File: config.mk
export PLATFORM = sky130hd
export DESIGN_NAME = bmc_cmd
export DESIGN_NICKNAME = d
export VERILOG_FILES = /design/src/pkg/bmc_pkg.sv /design/src/bmc_cmd.sv
export SDC_FILE = /design/constraint.sdc
export NUM_CORES = 2
export LEC_CHECK = 0
export BUFFER_PORTS_ARGS = -buffer_cell sky130_fd_sc_hd__buf_2
export CAP_MARGIN = 25
export CORE_ASPECT_RATIO = 1.5
export CORE_MARGIN = 3
export CORE_UTILIZATION = 40
export DETAILED_ROUTE_END_ITERATION = 16
export GPL_TIMING_DRIVEN = 1
export PLACE_DENSITY = 0.61
export SYNTH_ARGS = -nofsm -noshare
export SYNTH_HDL_FRONTEND = slang
export SYNTH_HIERARCHICAL = 1
export SYNTH_SLANG_ARGS = --single-unit
File: constraint.sdc
create_clock -name clock -period 12.6 [get_ports clock]
set_clock_uncertainty 0.1 [all_clocks]
set_input_delay 1.89 -clock clock [delete_from_list [all_inputs] [get_ports clock]]
set_output_delay 1.89 -clock clock [all_outputs]
set_load 0.01 [all_outputs]
File: src/pkg/bmc_pkg.sv
// Constants and types for the battery monitor memory command handler
package bmc_pkg;
  localparam logic [7:0] CMD_READ_SCR   = 8'hbe;
  localparam logic [7:0] CMD_WRITE_SCR  = 8'h4e;
  localparam logic [7:0] CMD_COPY_SCR   = 8'h48;
  localparam logic [7:0] CMD_RECALL     = 8'hb8;
  localparam logic [7:0] CMD_CONV_TEMP  = 8'h44;
  localparam logic [7:0] CMD_CONV_VOLT  = 8'hb4;
  localparam logic [7:0] PAGE_MAX       = 8'h07;
  localparam logic [7:0] FILL_BYTE      = 8'hff;
  localparam logic [7:0] CRC_POLY_REFL  = 8'h8c;
  localparam logic [7:0] RSV_MASK       = 8'h80;
  localparam int         PAGES          = 8;
  localparam int         PAGE_BYTES     = 8;
  localparam logic [3:0] CRC_IDX        = 4'h8;
  localparam int         CFG_CURR_BIT   = 0;
  localparam int         CFG_CHG_BIT    = 1;
  localparam int         CFG_SHADOW_BIT = 2;
  localparam int         CFG_AD_BIT     = 3;
  localparam logic [2:0] TEMP_LSB_ADDR  = 3'h1;
  localparam logic [2:0] TEMP_MSB_ADDR  = 3'h2;
  localparam logic [2:0] VOLT_LSB_ADDR  = 3'h3;
  localparam logic [2:0] VOLT_MSB_ADDR  = 3'h4;
  localparam int         FIFO_DEPTH     = 32;
  localparam int         CLK_MHZ        = 125;
  localparam int         TEMP_MAX_US    = 10000;
  localparam int         VOLT_MAX_US    = 4000;
  localparam int         NV_MAX_US      = 10000;
  localparam int         TEMP_MAX_CYC   = TEMP_MAX_US * CLK_MHZ;
  localparam int         VOLT_MAX_CYC   = VOLT_MAX_US * CLK_MHZ;
  localparam int         NV_MAX_CYC     = NV_MAX_US * CLK_MHZ;
  localparam int         CNT_W          = 24;
  typedef enum logic [6:0] {
    ST_CMD    = 7'b0000001,
    ST_PAGE   = 7'b0000010,
    ST_WRITE  = 7'b0000100,
    ST_READ   = 7'b0001000,
    ST_POLL   = 7'b0010000,
    ST_IGNORE = 7'b0100000,
    ST_IDLE   = 7'b1000000
  } bmc_state_t;
endpackage

File: src/bmc_cmd.sv
// Memory command interpreter with its transmit FIFO
`timescale 1ns/1ns
module bmc_fifo #(
  parameter int W = 8,
  parameter int D = bmc_pkg::FIFO_DEPTH
) (
  input  wire logic         clock,
  input  wire logic         reset,
  input  wire logic         flush,
  input  wire logic         in_valid,
  output logic              in_ready,
  input  wire logic [W-1:0] in_data,
  output logic              out_valid,
  input  wire logic         out_ready,
  output logic      [W-1:0] out_data
);
  localparam int AW = $clog2(D);
  logic [W-1:0] store [D];
  logic [AW-1:0] wr_reg;
  logic [AW-1:0] rd_reg;
  logic [AW:0]   cnt_reg;
  logic          push;
  logic          pop;
  logic          outv_reg;

  assign in_ready  = (cnt_reg != (AW+1)'(D));
  assign push      = in_valid && in_ready && !flush;
  assign pop       = outv_reg && out_ready && !flush;
  assign out_valid = outv_reg;

  always_ff @(posedge clock) begin
    if (push) begin
      store[wr_reg] <= in_data;
    end
  end

  // Head word is held in a register so the output never glitches
  always_ff @(posedge clock) begin
    if (reset || flush) begin
      wr_reg   <= '0;
      rd_reg   <= '0;
      cnt_reg  <= '0;
      outv_reg <= 1'b0;
      out_data <= '0;
    end else begin
      if (push) begin
        wr_reg <= wr_reg + 1'b1;
      end
      // Count includes the head, so a pop refills only from a second word
      if ((!outv_reg && cnt_reg != '0)
          || (pop && cnt_reg > (AW+1)'(1))) begin
        out_data <= store[rd_reg];
        rd_reg   <= rd_reg + 1'b1;
        outv_reg <= 1'b1;
      end else if (pop) begin
        outv_reg <= 1'b0;
      end
      cnt_reg <= cnt_reg + (AW+1)'(push) - (AW+1)'(pop);
    end
  end
endmodule

module bmc_cmd #(
  parameter int TEMP_MAX_CYC = bmc_pkg::TEMP_MAX_CYC,
  parameter int VOLT_MAX_CYC = bmc_pkg::VOLT_MAX_CYC,
  parameter int NV_WRITE_CYC = bmc_pkg::NV_MAX_CYC
) (
  input  wire logic        clock,
  input  wire logic        reset,
  input  wire logic        bus_reset,
  input  wire logic        rx_valid,
  input  wire logic [7:0]  rx_byte,
  output logic             tx_valid,
  input  wire logic        tx_ready,
  output logic [7:0]       tx_byte,
  output logic             poll_active,
  output logic             poll_bit,
  output logic             temp_start,
  input  wire logic        temp_done,
  input  wire logic [15:0] temp_result,
  output logic             volt_start,
  input  wire logic        volt_done,
  input  wire logic [15:0] volt_result,
  output logic             volt_source,
  output logic             nonvolatile_busy_flag,
  output logic             temperature_busy_flag,
  output logic             converter_busy_flag,
  output logic             integrated_current_accum,
  output logic             charge_accum_enable,
  output logic             accum_shadow_enable
);
  localparam int CW = bmc_pkg::CNT_W;
  bmc_pkg::bmc_state_t state_reg, state_next;
  logic [7:0]  scratch_buffer [bmc_pkg::PAGES][bmc_pkg::PAGE_BYTES];
  logic [7:0]  store_mem [bmc_pkg::PAGES][bmc_pkg::PAGE_BYTES];
  logic [7:0]  cmd_reg;
  logic [2:0]  page_reg;
  logic [3:0]  idx_reg;
  logic [7:0]  crc_reg;
  logic [3:0]  cfg_reg;
  logic [2:0]  poll_reg;
  logic        temp_busy_reg, conv_busy_reg, nv_busy_reg;
  logic [CW-1:0] temp_cnt_reg, volt_cnt_reg, nv_cnt_reg;
  logic        temp_start_reg, volt_start_reg;
  logic        page_take, copy_go, recall_go, conv_t_go, conv_v_go;
  logic        temp_fin, volt_fin, nv_fin, wr_take, rd_push, rd_ready;
  logic [7:0]  rd_byte, status_byte;

  function automatic logic [7:0] bmc_crc8(input logic [7:0] crc,
                                          input logic [7:0] d);
    logic [7:0] c;
    c = crc ^ d;
    for (int i = 0; i < 8; i++) begin
      c = c[0] ? ((c >> 1) ^ bmc_pkg::CRC_POLY_REFL) : (c >> 1);
    end
    return c;
  endfunction

  assign page_take = (state_reg == bmc_pkg::ST_PAGE) && rx_valid
                     && rx_byte <= bmc_pkg::PAGE_MAX;
  assign copy_go   = page_take && cmd_reg == bmc_pkg::CMD_COPY_SCR;
  assign recall_go = page_take && cmd_reg == bmc_pkg::CMD_RECALL;
  assign conv_t_go = (state_reg == bmc_pkg::ST_CMD) && rx_valid
                     && rx_byte == bmc_pkg::CMD_CONV_TEMP;
  assign conv_v_go = (state_reg == bmc_pkg::ST_CMD) && rx_valid
                     && rx_byte == bmc_pkg::CMD_CONV_VOLT;
  assign wr_take   = (state_reg == bmc_pkg::ST_WRITE) && rx_valid
                     && !idx_reg[3];
  assign rd_push   = (state_reg == bmc_pkg::ST_READ) && rd_ready && !bus_reset;
  assign temp_fin  = temp_busy_reg
                     && (temp_done || temp_cnt_reg == CW'(TEMP_MAX_CYC - 1));
  assign volt_fin  = conv_busy_reg
                     && (volt_done || volt_cnt_reg == CW'(VOLT_MAX_CYC - 1));
  assign nv_fin    = nv_busy_reg && nv_cnt_reg == CW'(NV_WRITE_CYC - 1);
  assign status_byte = {1'b1, conv_busy_reg, nv_busy_reg, temp_busy_reg,
                        cfg_reg};

  always_comb begin
    state_next = state_reg;
    case (state_reg)
      bmc_pkg::ST_CMD: begin
        if (rx_valid) begin
          case (rx_byte)
            bmc_pkg::CMD_READ_SCR, bmc_pkg::CMD_WRITE_SCR,
            bmc_pkg::CMD_COPY_SCR, bmc_pkg::CMD_RECALL: begin
              state_next = bmc_pkg::ST_PAGE;
            end
            bmc_pkg::CMD_CONV_TEMP, bmc_pkg::CMD_CONV_VOLT: begin
              state_next = bmc_pkg::ST_POLL;
            end
            default: begin
              state_next = bmc_pkg::ST_IGNORE;
            end
          endcase
        end
      end
      bmc_pkg::ST_PAGE: begin
        if (rx_valid && rx_byte > bmc_pkg::PAGE_MAX) begin
          state_next = bmc_pkg::ST_IGNORE;
        end else if (rx_valid) begin
          case (cmd_reg)
            bmc_pkg::CMD_READ_SCR:  state_next = bmc_pkg::ST_READ;
            bmc_pkg::CMD_WRITE_SCR: state_next = bmc_pkg::ST_WRITE;
            bmc_pkg::CMD_COPY_SCR:  state_next = bmc_pkg::ST_POLL;
            default:                state_next = bmc_pkg::ST_IDLE;
          endcase
        end
      end
      bmc_pkg::ST_WRITE, bmc_pkg::ST_READ, bmc_pkg::ST_POLL,
      bmc_pkg::ST_IGNORE, bmc_pkg::ST_IDLE: begin
        state_next = state_reg;
      end
      default: begin
        state_next = bmc_pkg::ST_CMD;
      end
    endcase
    if (bus_reset) begin
      state_next = bmc_pkg::ST_CMD;
    end
  end

  always_ff @(posedge clock) begin
    if (reset) begin
      state_reg <= bmc_pkg::ST_CMD;
    end else begin
      state_reg <= state_next;
    end
  end

  always_ff @(posedge clock) begin
    if (reset) begin
      cmd_reg  <= '0;
      page_reg <= '0;
      poll_reg <= '0;
    end else begin
      if (state_reg == bmc_pkg::ST_CMD && rx_valid) begin
        cmd_reg <= rx_byte;
      end
      if (page_take) begin
        page_reg <= rx_byte[2:0];
      end
      if (bus_reset) begin
        poll_reg <= '0;
      end else if (conv_t_go) begin
        poll_reg <= 3'b001;
      end else if (copy_go) begin
        poll_reg <= 3'b010;
      end else if (conv_v_go) begin
        poll_reg <= 3'b100;
      end
    end
  end

  // Read stream: page data, CRC, then fill forever until bus reset
  always_comb begin
    if (!idx_reg[3]) begin
      rd_byte = scratch_buffer[page_reg][idx_reg[2:0]];
      if (page_reg == 3'h0 && idx_reg[2:0] == 3'h0) begin
        rd_byte = rd_byte | bmc_pkg::RSV_MASK;
      end
    end else if (idx_reg == bmc_pkg::CRC_IDX) begin
      rd_byte = crc_reg;
    end else begin
      rd_byte = bmc_pkg::FILL_BYTE;
    end
  end

  always_ff @(posedge clock) begin
    if (reset || page_take) begin
      idx_reg <= '0;
      crc_reg <= '0;
    end else if (rd_push || wr_take) begin
      if (idx_reg <= bmc_pkg::CRC_IDX) begin
        idx_reg <= idx_reg + 4'h1;
      end
      if (rd_push && !idx_reg[3]) begin
        crc_reg <= bmc_crc8(crc_reg, rd_byte);
      end
    end
  end

  always_ff @(posedge clock) begin
    if (wr_take) begin
      scratch_buffer[page_reg][idx_reg[2:0]] <= rx_byte;
    end else if (recall_go) begin
      scratch_buffer[rx_byte[2:0]] <= store_mem[rx_byte[2:0]];
      if (rx_byte[2:0] == 3'h0) begin
        scratch_buffer[0][0] <= status_byte;
      end
    end
  end

  // Live config byte; writes take effect at once, not only after a copy
  always_ff @(posedge clock) begin
    if (reset) begin
      cfg_reg <= '0;
    end else if (wr_take && page_reg == 3'h0 && idx_reg == 4'h0) begin
      cfg_reg <= rx_byte[3:0];
    end else if (copy_go && rx_byte[2:0] == 3'h0) begin
      cfg_reg <= scratch_buffer[0][0][3:0];
    end
  end

  always_ff @(posedge clock) begin
    if (copy_go) begin
      store_mem[rx_byte[2:0]] <= scratch_buffer[rx_byte[2:0]];
    end
    if (temp_fin) begin
      store_mem[0][bmc_pkg::TEMP_LSB_ADDR] <= temp_result[7:0];
      store_mem[0][bmc_pkg::TEMP_MSB_ADDR] <= temp_result[15:8];
    end
    if (volt_fin) begin
      store_mem[0][bmc_pkg::VOLT_LSB_ADDR] <= volt_result[7:0];
      store_mem[0][bmc_pkg::VOLT_MSB_ADDR] <= volt_result[15:8];
    end
  end

  // Busy timers force completion so a stuck converter cannot hang polling
  always_ff @(posedge clock) begin
    if (reset) begin
      temp_busy_reg <= 1'b0;
      temp_cnt_reg  <= '0;
    end else if (conv_t_go && !temp_busy_reg) begin
      temp_busy_reg <= 1'b1;
      temp_cnt_reg  <= '0;
    end else if (temp_fin) begin
      temp_busy_reg <= 1'b0;
    end else if (temp_busy_reg) begin
      temp_cnt_reg <= temp_cnt_reg + 1'b1;
    end
  end

  always_ff @(posedge clock) begin
    if (reset) begin
      conv_busy_reg <= 1'b0;
      volt_cnt_reg  <= '0;
    end else if (conv_v_go && !conv_busy_reg) begin
      conv_busy_reg <= 1'b1;
      volt_cnt_reg  <= '0;
    end else if (volt_fin) begin
      conv_busy_reg <= 1'b0;
    end else if (conv_busy_reg) begin
      volt_cnt_reg <= volt_cnt_reg + 1'b1;
    end
  end

  always_ff @(posedge clock) begin
    if (reset) begin
      nv_busy_reg <= 1'b0;
      nv_cnt_reg  <= '0;
    end else if (copy_go) begin
      nv_busy_reg <= 1'b1;
      nv_cnt_reg  <= '0;
    end else if (nv_fin) begin
      nv_busy_reg <= 1'b0;
    end else if (nv_busy_reg) begin
      nv_cnt_reg <= nv_cnt_reg + 1'b1;
    end
  end

  always_ff @(posedge clock) begin
    if (reset) begin
      temp_start_reg <= 1'b0;
      volt_start_reg <= 1'b0;
    end else begin
      temp_start_reg <= conv_t_go && !temp_busy_reg;
      volt_start_reg <= conv_v_go && !conv_busy_reg;
    end
  end

  // Whole bytes cross here; slot layer shifts them LSB first
  bmc_fifo #(.W(8), .D(bmc_pkg::FIFO_DEPTH)) u_tx_fifo (
    .clock     (clock),
    .reset     (reset),
    .flush     (bus_reset),
    .in_valid  (rd_push),
    .in_ready  (rd_ready),
    .in_data   (rd_byte),
    .out_valid (tx_valid),
    .out_ready (tx_ready),
    .out_data  (tx_byte)
  );

  assign poll_active = (state_reg == bmc_pkg::ST_POLL);
  assign poll_bit = ~|(poll_reg & {conv_busy_reg, nv_busy_reg, temp_busy_reg});
  assign temp_start               = temp_start_reg;
  assign volt_start               = volt_start_reg;
  assign volt_source              = cfg_reg[bmc_pkg::CFG_AD_BIT];
  assign integrated_current_accum = cfg_reg[bmc_pkg::CFG_CURR_BIT];
  assign charge_accum_enable      = cfg_reg[bmc_pkg::CFG_CHG_BIT];
  assign accum_shadow_enable      = cfg_reg[bmc_pkg::CFG_SHADOW_BIT];
  assign nonvolatile_busy_flag    = nv_busy_reg;
  assign temperature_busy_flag    = temp_busy_reg;
  assign converter_busy_flag      = conv_busy_reg;
endmodule

==> Flow_metrics.wiki <==
{| class="wikitable"
! Metric !! Value
|-
| Result of the run || finished, final reports clean
|-
| Filler-free cell count of the finished design || 5759
|-
| Commonest cells after routing, fill and taps aside || sky130_fd_sc_hd__edfxtp_1 (1279), sky130_fd_sc_hd__nor2_1 (322), sky130_fd_sc_hd__mux4_2 (290)
|-
| Drt first-iter violations || 3389
|-
| Cell count after placement || 5504
|-
| Layout cells sized above 1 || 19.8%
|-
| Worst IR Drop VDD || 141 µV
|-
| FILL cells || 13000
|-
| Gate count of the mapped netlist || 3667
|-
| Internal power || 0.00755 W
|-
| Proportion of power drawn by combinational gates || 3.5%
|-
| Post-CTS clock slew at the launch and capture registers of the worst setup and hold paths || 60 ps
|-
| Number of remaining DRC errors || 0
|-
| Horizontal extent of the die || 324 µm
|-
| # hold bufs at CTS || 0
|-
| Headroom to the max-slew limit || 28.5%
|-
| Top-level port count || 67
|-
| Detailed-route wire length || 160000 µm
|-
| Total via count in the routed design || 34300
|-
| Most common cell after layout, fill and taps aside || sky130_fd_sc_hd__edfxtp_1
|-
| Gr ovfl total || 0
|-
| CTS H-tree depth || 4
|-
| Fraction of power consumed by the clock network || 42.9%
|-
| Layout Nets || 3778
|-
| Worst setup timing slack at the placement stage || 5930 ps
|-
| Worst setup margin || 6540 ps
|-
| Starting density of the core || 40.3%
|-
| Half-perimeter wire length of the detailed placement result || 102000 µm
|-
| DR vias/cell || 5.95
|-
| Cell Rows || 174
|-
| Worst setup EP type || flip-flop
|-
| Number of global-route vias before repair || 34800
|-
| Area added between synthesis and finish || 11.5%
|-
| Sequential cell fraction of total power || 53.6%
|-
| Final total negative setup slack || 0 ps
|-
| Final min period || 6060 ps
|-
| Data required time at the worst endpoint || 12880 ps
|-
| Full die area || 156000 µm²
|-
| Overall die height || 483 µm
|-
| Number of failing setup endpoints in the final timing report || 0
|-
| Clock latency reported for the late side of the worst-skew pair || 780 ps
|-
| CTS Buffer Depth || 3
|-
| Slowest cell on the critical path || sky130_fd_sc_hd__nor2_1
|-
| Largest registers || scratch_buffer x512, store_mem x512, u_tx_fifo/store x256
|-
| WL/cell || 27.8 µm
|-
| FMAX || 165 MHz
|-
| Summed instance area of the synthesized netlist || 60600 µm²
|-
| Kind of path behind the tightest hold check || reg -> reg
|-
| Period utilisation layout || 48.1%
|-
| Sequential cell area || 41300 µm²
|-
| Number of clock sinks || 1422
|-
| Data arrival time of the critical path || 6340 ps
|-
| Asr flop ratio synth || 0%
|-
| Sequential-to-total area share from yosys stat || 68.1%
|-
| Clock tree from TritonCTS || yes
|-
| Yosys warnings || 6
|-
| RSZ-0062 raised after global routing || false
|-
| Reported leakage power || 21.1 nW
|-
| Initial antenna violation count || 3
|-
| Maximum single-stage delay on the critical path || 1010 ps
|-
| Number of synthesized register bits || 1422
|-
| Critical Path Start Type || input pin
|-
| Detail Route Antenna Nets || 0
|-
| Crit-path max FO || 41
|-
| Type of the worst setup path || in -> reg
|-
| Footprint of the multi-input gates || 18200 µm²
|-
| Most used flip-flop cell after synthesis || sky130_fd_sc_hd__edfxtp_1
|-
| Detailed-router iteration count before antenna repair || 8
|-
| Clock buffer count from CTS || 136
|-
| Mean instance size in the synthesized netlist || 16.5 µm²
|-
| Tightest hold margin || 367 ps
|-
| GR Util All Layers || 20.4%
|-
| Switching share of power || 21.2%
|-
| Post-cts resize count || 0
|-
| Hold Vio Cnt, Final || 0
|-
| Syn_nets || 3735
|-
| Clock Tree Root || sky130_fd_sc_hd__clkbuf_16
|-
| Number of distinct standard cells referenced by the synthesized netlist || 71
|-
| EDFF count, synth || 1279
|-
| Area of the placeable core || 150000 µm²
|-
| Power density normalized to cell area || 142 nW/µm²
|-
| RePlAce Congestion || 0.863
|-
| Largest net degree at the start of global routing || 96
|-
| Slew @ Worst Pin || 1070 ps
|-
| Wire length of the first global-routing pass || 234000 µm
|-
| Post-CTS setup-driven buffer insertion count || 0
|-
| Final Max Slew Viols || 0
|-
| Critical Path, Cell by Cell || buf_2 > nor3_1 > nor3b_1 > and3_1 > and3_2 > buf_4 > mux2i_1 > nand2b_1 > nor2_1
|-
| Switch Pwr || 0.00203 W
|-
| Port Buffers || 66
|-
| Max capacitance violation total || 0
|}
-- synth_stat cells (12+ instances only) --
cell / instances / area [µm²]
sky130_fd_sc_hd__nand3_1: 51 / 255
sky130_fd_sc_hd__nor2_1: 330 / 1240
sky130_fd_sc_hd__nand2_1: 164 / 616
sky130_fd_sc_hd__a221oi_1: 48 / 420
sky130_fd_sc_hd__and3_1: 19 / 119
sky130_fd_sc_hd__clkbuf_1: 138 / 518
sky130_fd_sc_hd__a22o_1: 55 / 482
sky130_fd_sc_hd__a21oi_1: 165 / 826
sky130_fd_sc_hd__o21ai_0: 64 / 320
sky130_fd_sc_hd__o22ai_1: 17 / 106
sky130_fd_sc_hd__mux2_2: 76 / 856
sky130_fd_sc_hd__dfxtp_1: 143 / 2860
sky130_fd_sc_hd__mux2i_1: 230 / 2300
sky130_fd_sc_hd__a211oi_1: 13 / 97.6
sky130_fd_sc_hd__xor2_1: 46 / 403
sky130_fd_sc_hd__a221o_1: 40 / 400
sky130_fd_sc_hd__edfxtp_1: 1279 / 38400
sky130_fd_sc_hd__buf_2: 22 / 110
sky130_fd_sc_hd__ha_1: 20 / 250
sky130_fd_sc_hd__mux4_2: 290 / 6530
sky130_fd_sc_hd__nor2b_1: 19 / 119
sky130_fd_sc_hd__buf_1: 48 / 180
sky130_fd_sc_hd__a222oi_1: 26 / 260
sky130_fd_sc_hd__xnor2_1: 41 / 359
sky130_fd_sc_hd__inv_1: 30 / 113
sky130_fd_sc_hd__a22oi_1: 19 / 143
sky130_fd_sc_hd__nand4_1: 12 / 75.1
sky130_fd_sc_hd__nor3_1: 25 / 125
sky130_fd_sc_hd__o21bai_1: 41 / 308
-- critical path: cells and delay by family --
kind                   cells  cell delay, ps
buffers and inverters      2             970
muxes                      1             510
and+or+nand+nor            6            2930
-- path summary, 6_finish.rpt --
kind                         start                     to  slack (ps)  depth (start not counted)
max                     rx_byte[7]   scratch_buffer[4][5]        6540                          9
min          u_tx_fifo/out_data[6]  u_tx_fifo/out_data[6]         370                          1
max reg2reg           state_reg[3]   scratch_buffer[4][5]        7210                          8
min reg2reg  u_tx_fifo/out_data[6]  u_tx_fifo/out_data[6]         370                          1
-- metrics by stage --
stage	util, %	instance area (µm²)	power, W
2_1_floorplan	-	60600	0.00545
3_3_place_gp	41.9	62900	0.00558
3_5_place_dp	41.9	63000	0.00558
4_1_cts	44.9	67400	0.00967
5_1_grt	45.0	67500	0.00987
6_report	45.0	67600	0.00959
-- logic make-up (layout without fill, tap and decap cells) --
kind of cell | after synthesis | after routing | share of synthesized area (%)
compound gates | 549 | 549 | 6.41
xor+xnor | 90 | 90 | 1.37
fa+ha+maj | 21 | 21 | 0.446
buf+inv | 264 | 417 | 1.97
flops | 1422 | 1422 | 68.1
mux | 603 | 603 | 16.3
other cells | 0 | 3 | 0
simple gates | 718 | 718 | 5.39
-- layout make-up --
class	instances	share of cell area [%]
Timing Repair Buffer	138	1.57
Sequential cell	1422	61.1
Clock inverter	87	1.34
Antenna cell	3	0.0111
Inverter	31	0.172
Clock buffer	161	5.25
Tap cell	1936	3.59
Multi-Input combinational cell	1981	27.0
-- per-layer routing --
layer / global-route usage (%) / share of wire [%]
met5: 0 / 0.0044
met4: 9.05 / 4.4
met3: 3.84 / 6.2
met2: 35.6 / 52
met1: 24.4 / 38
-- power groups by stage --
| stage | Clock, W | Sequential [W] | Combinational [W] |
|---|---|---|---|
| 2_1_floorplan | 0 | 0.00524 | 0.000215 |
| 6_report | 0.00411 | 0.00514 | 0.000338 |
| 5_1_grt | 0.00437 | 0.00514 | 0.000364 |
| 3_5_place_dp | 0 | 0.00524 | 0.000340 |
| 3_3_place_gp | 0 | 0.00524 | 0.000336 |
| 4_1_cts | 0.00419 | 0.00514 | 0.000341 |
Note: power is estimated with default switching activity, not from simulation.
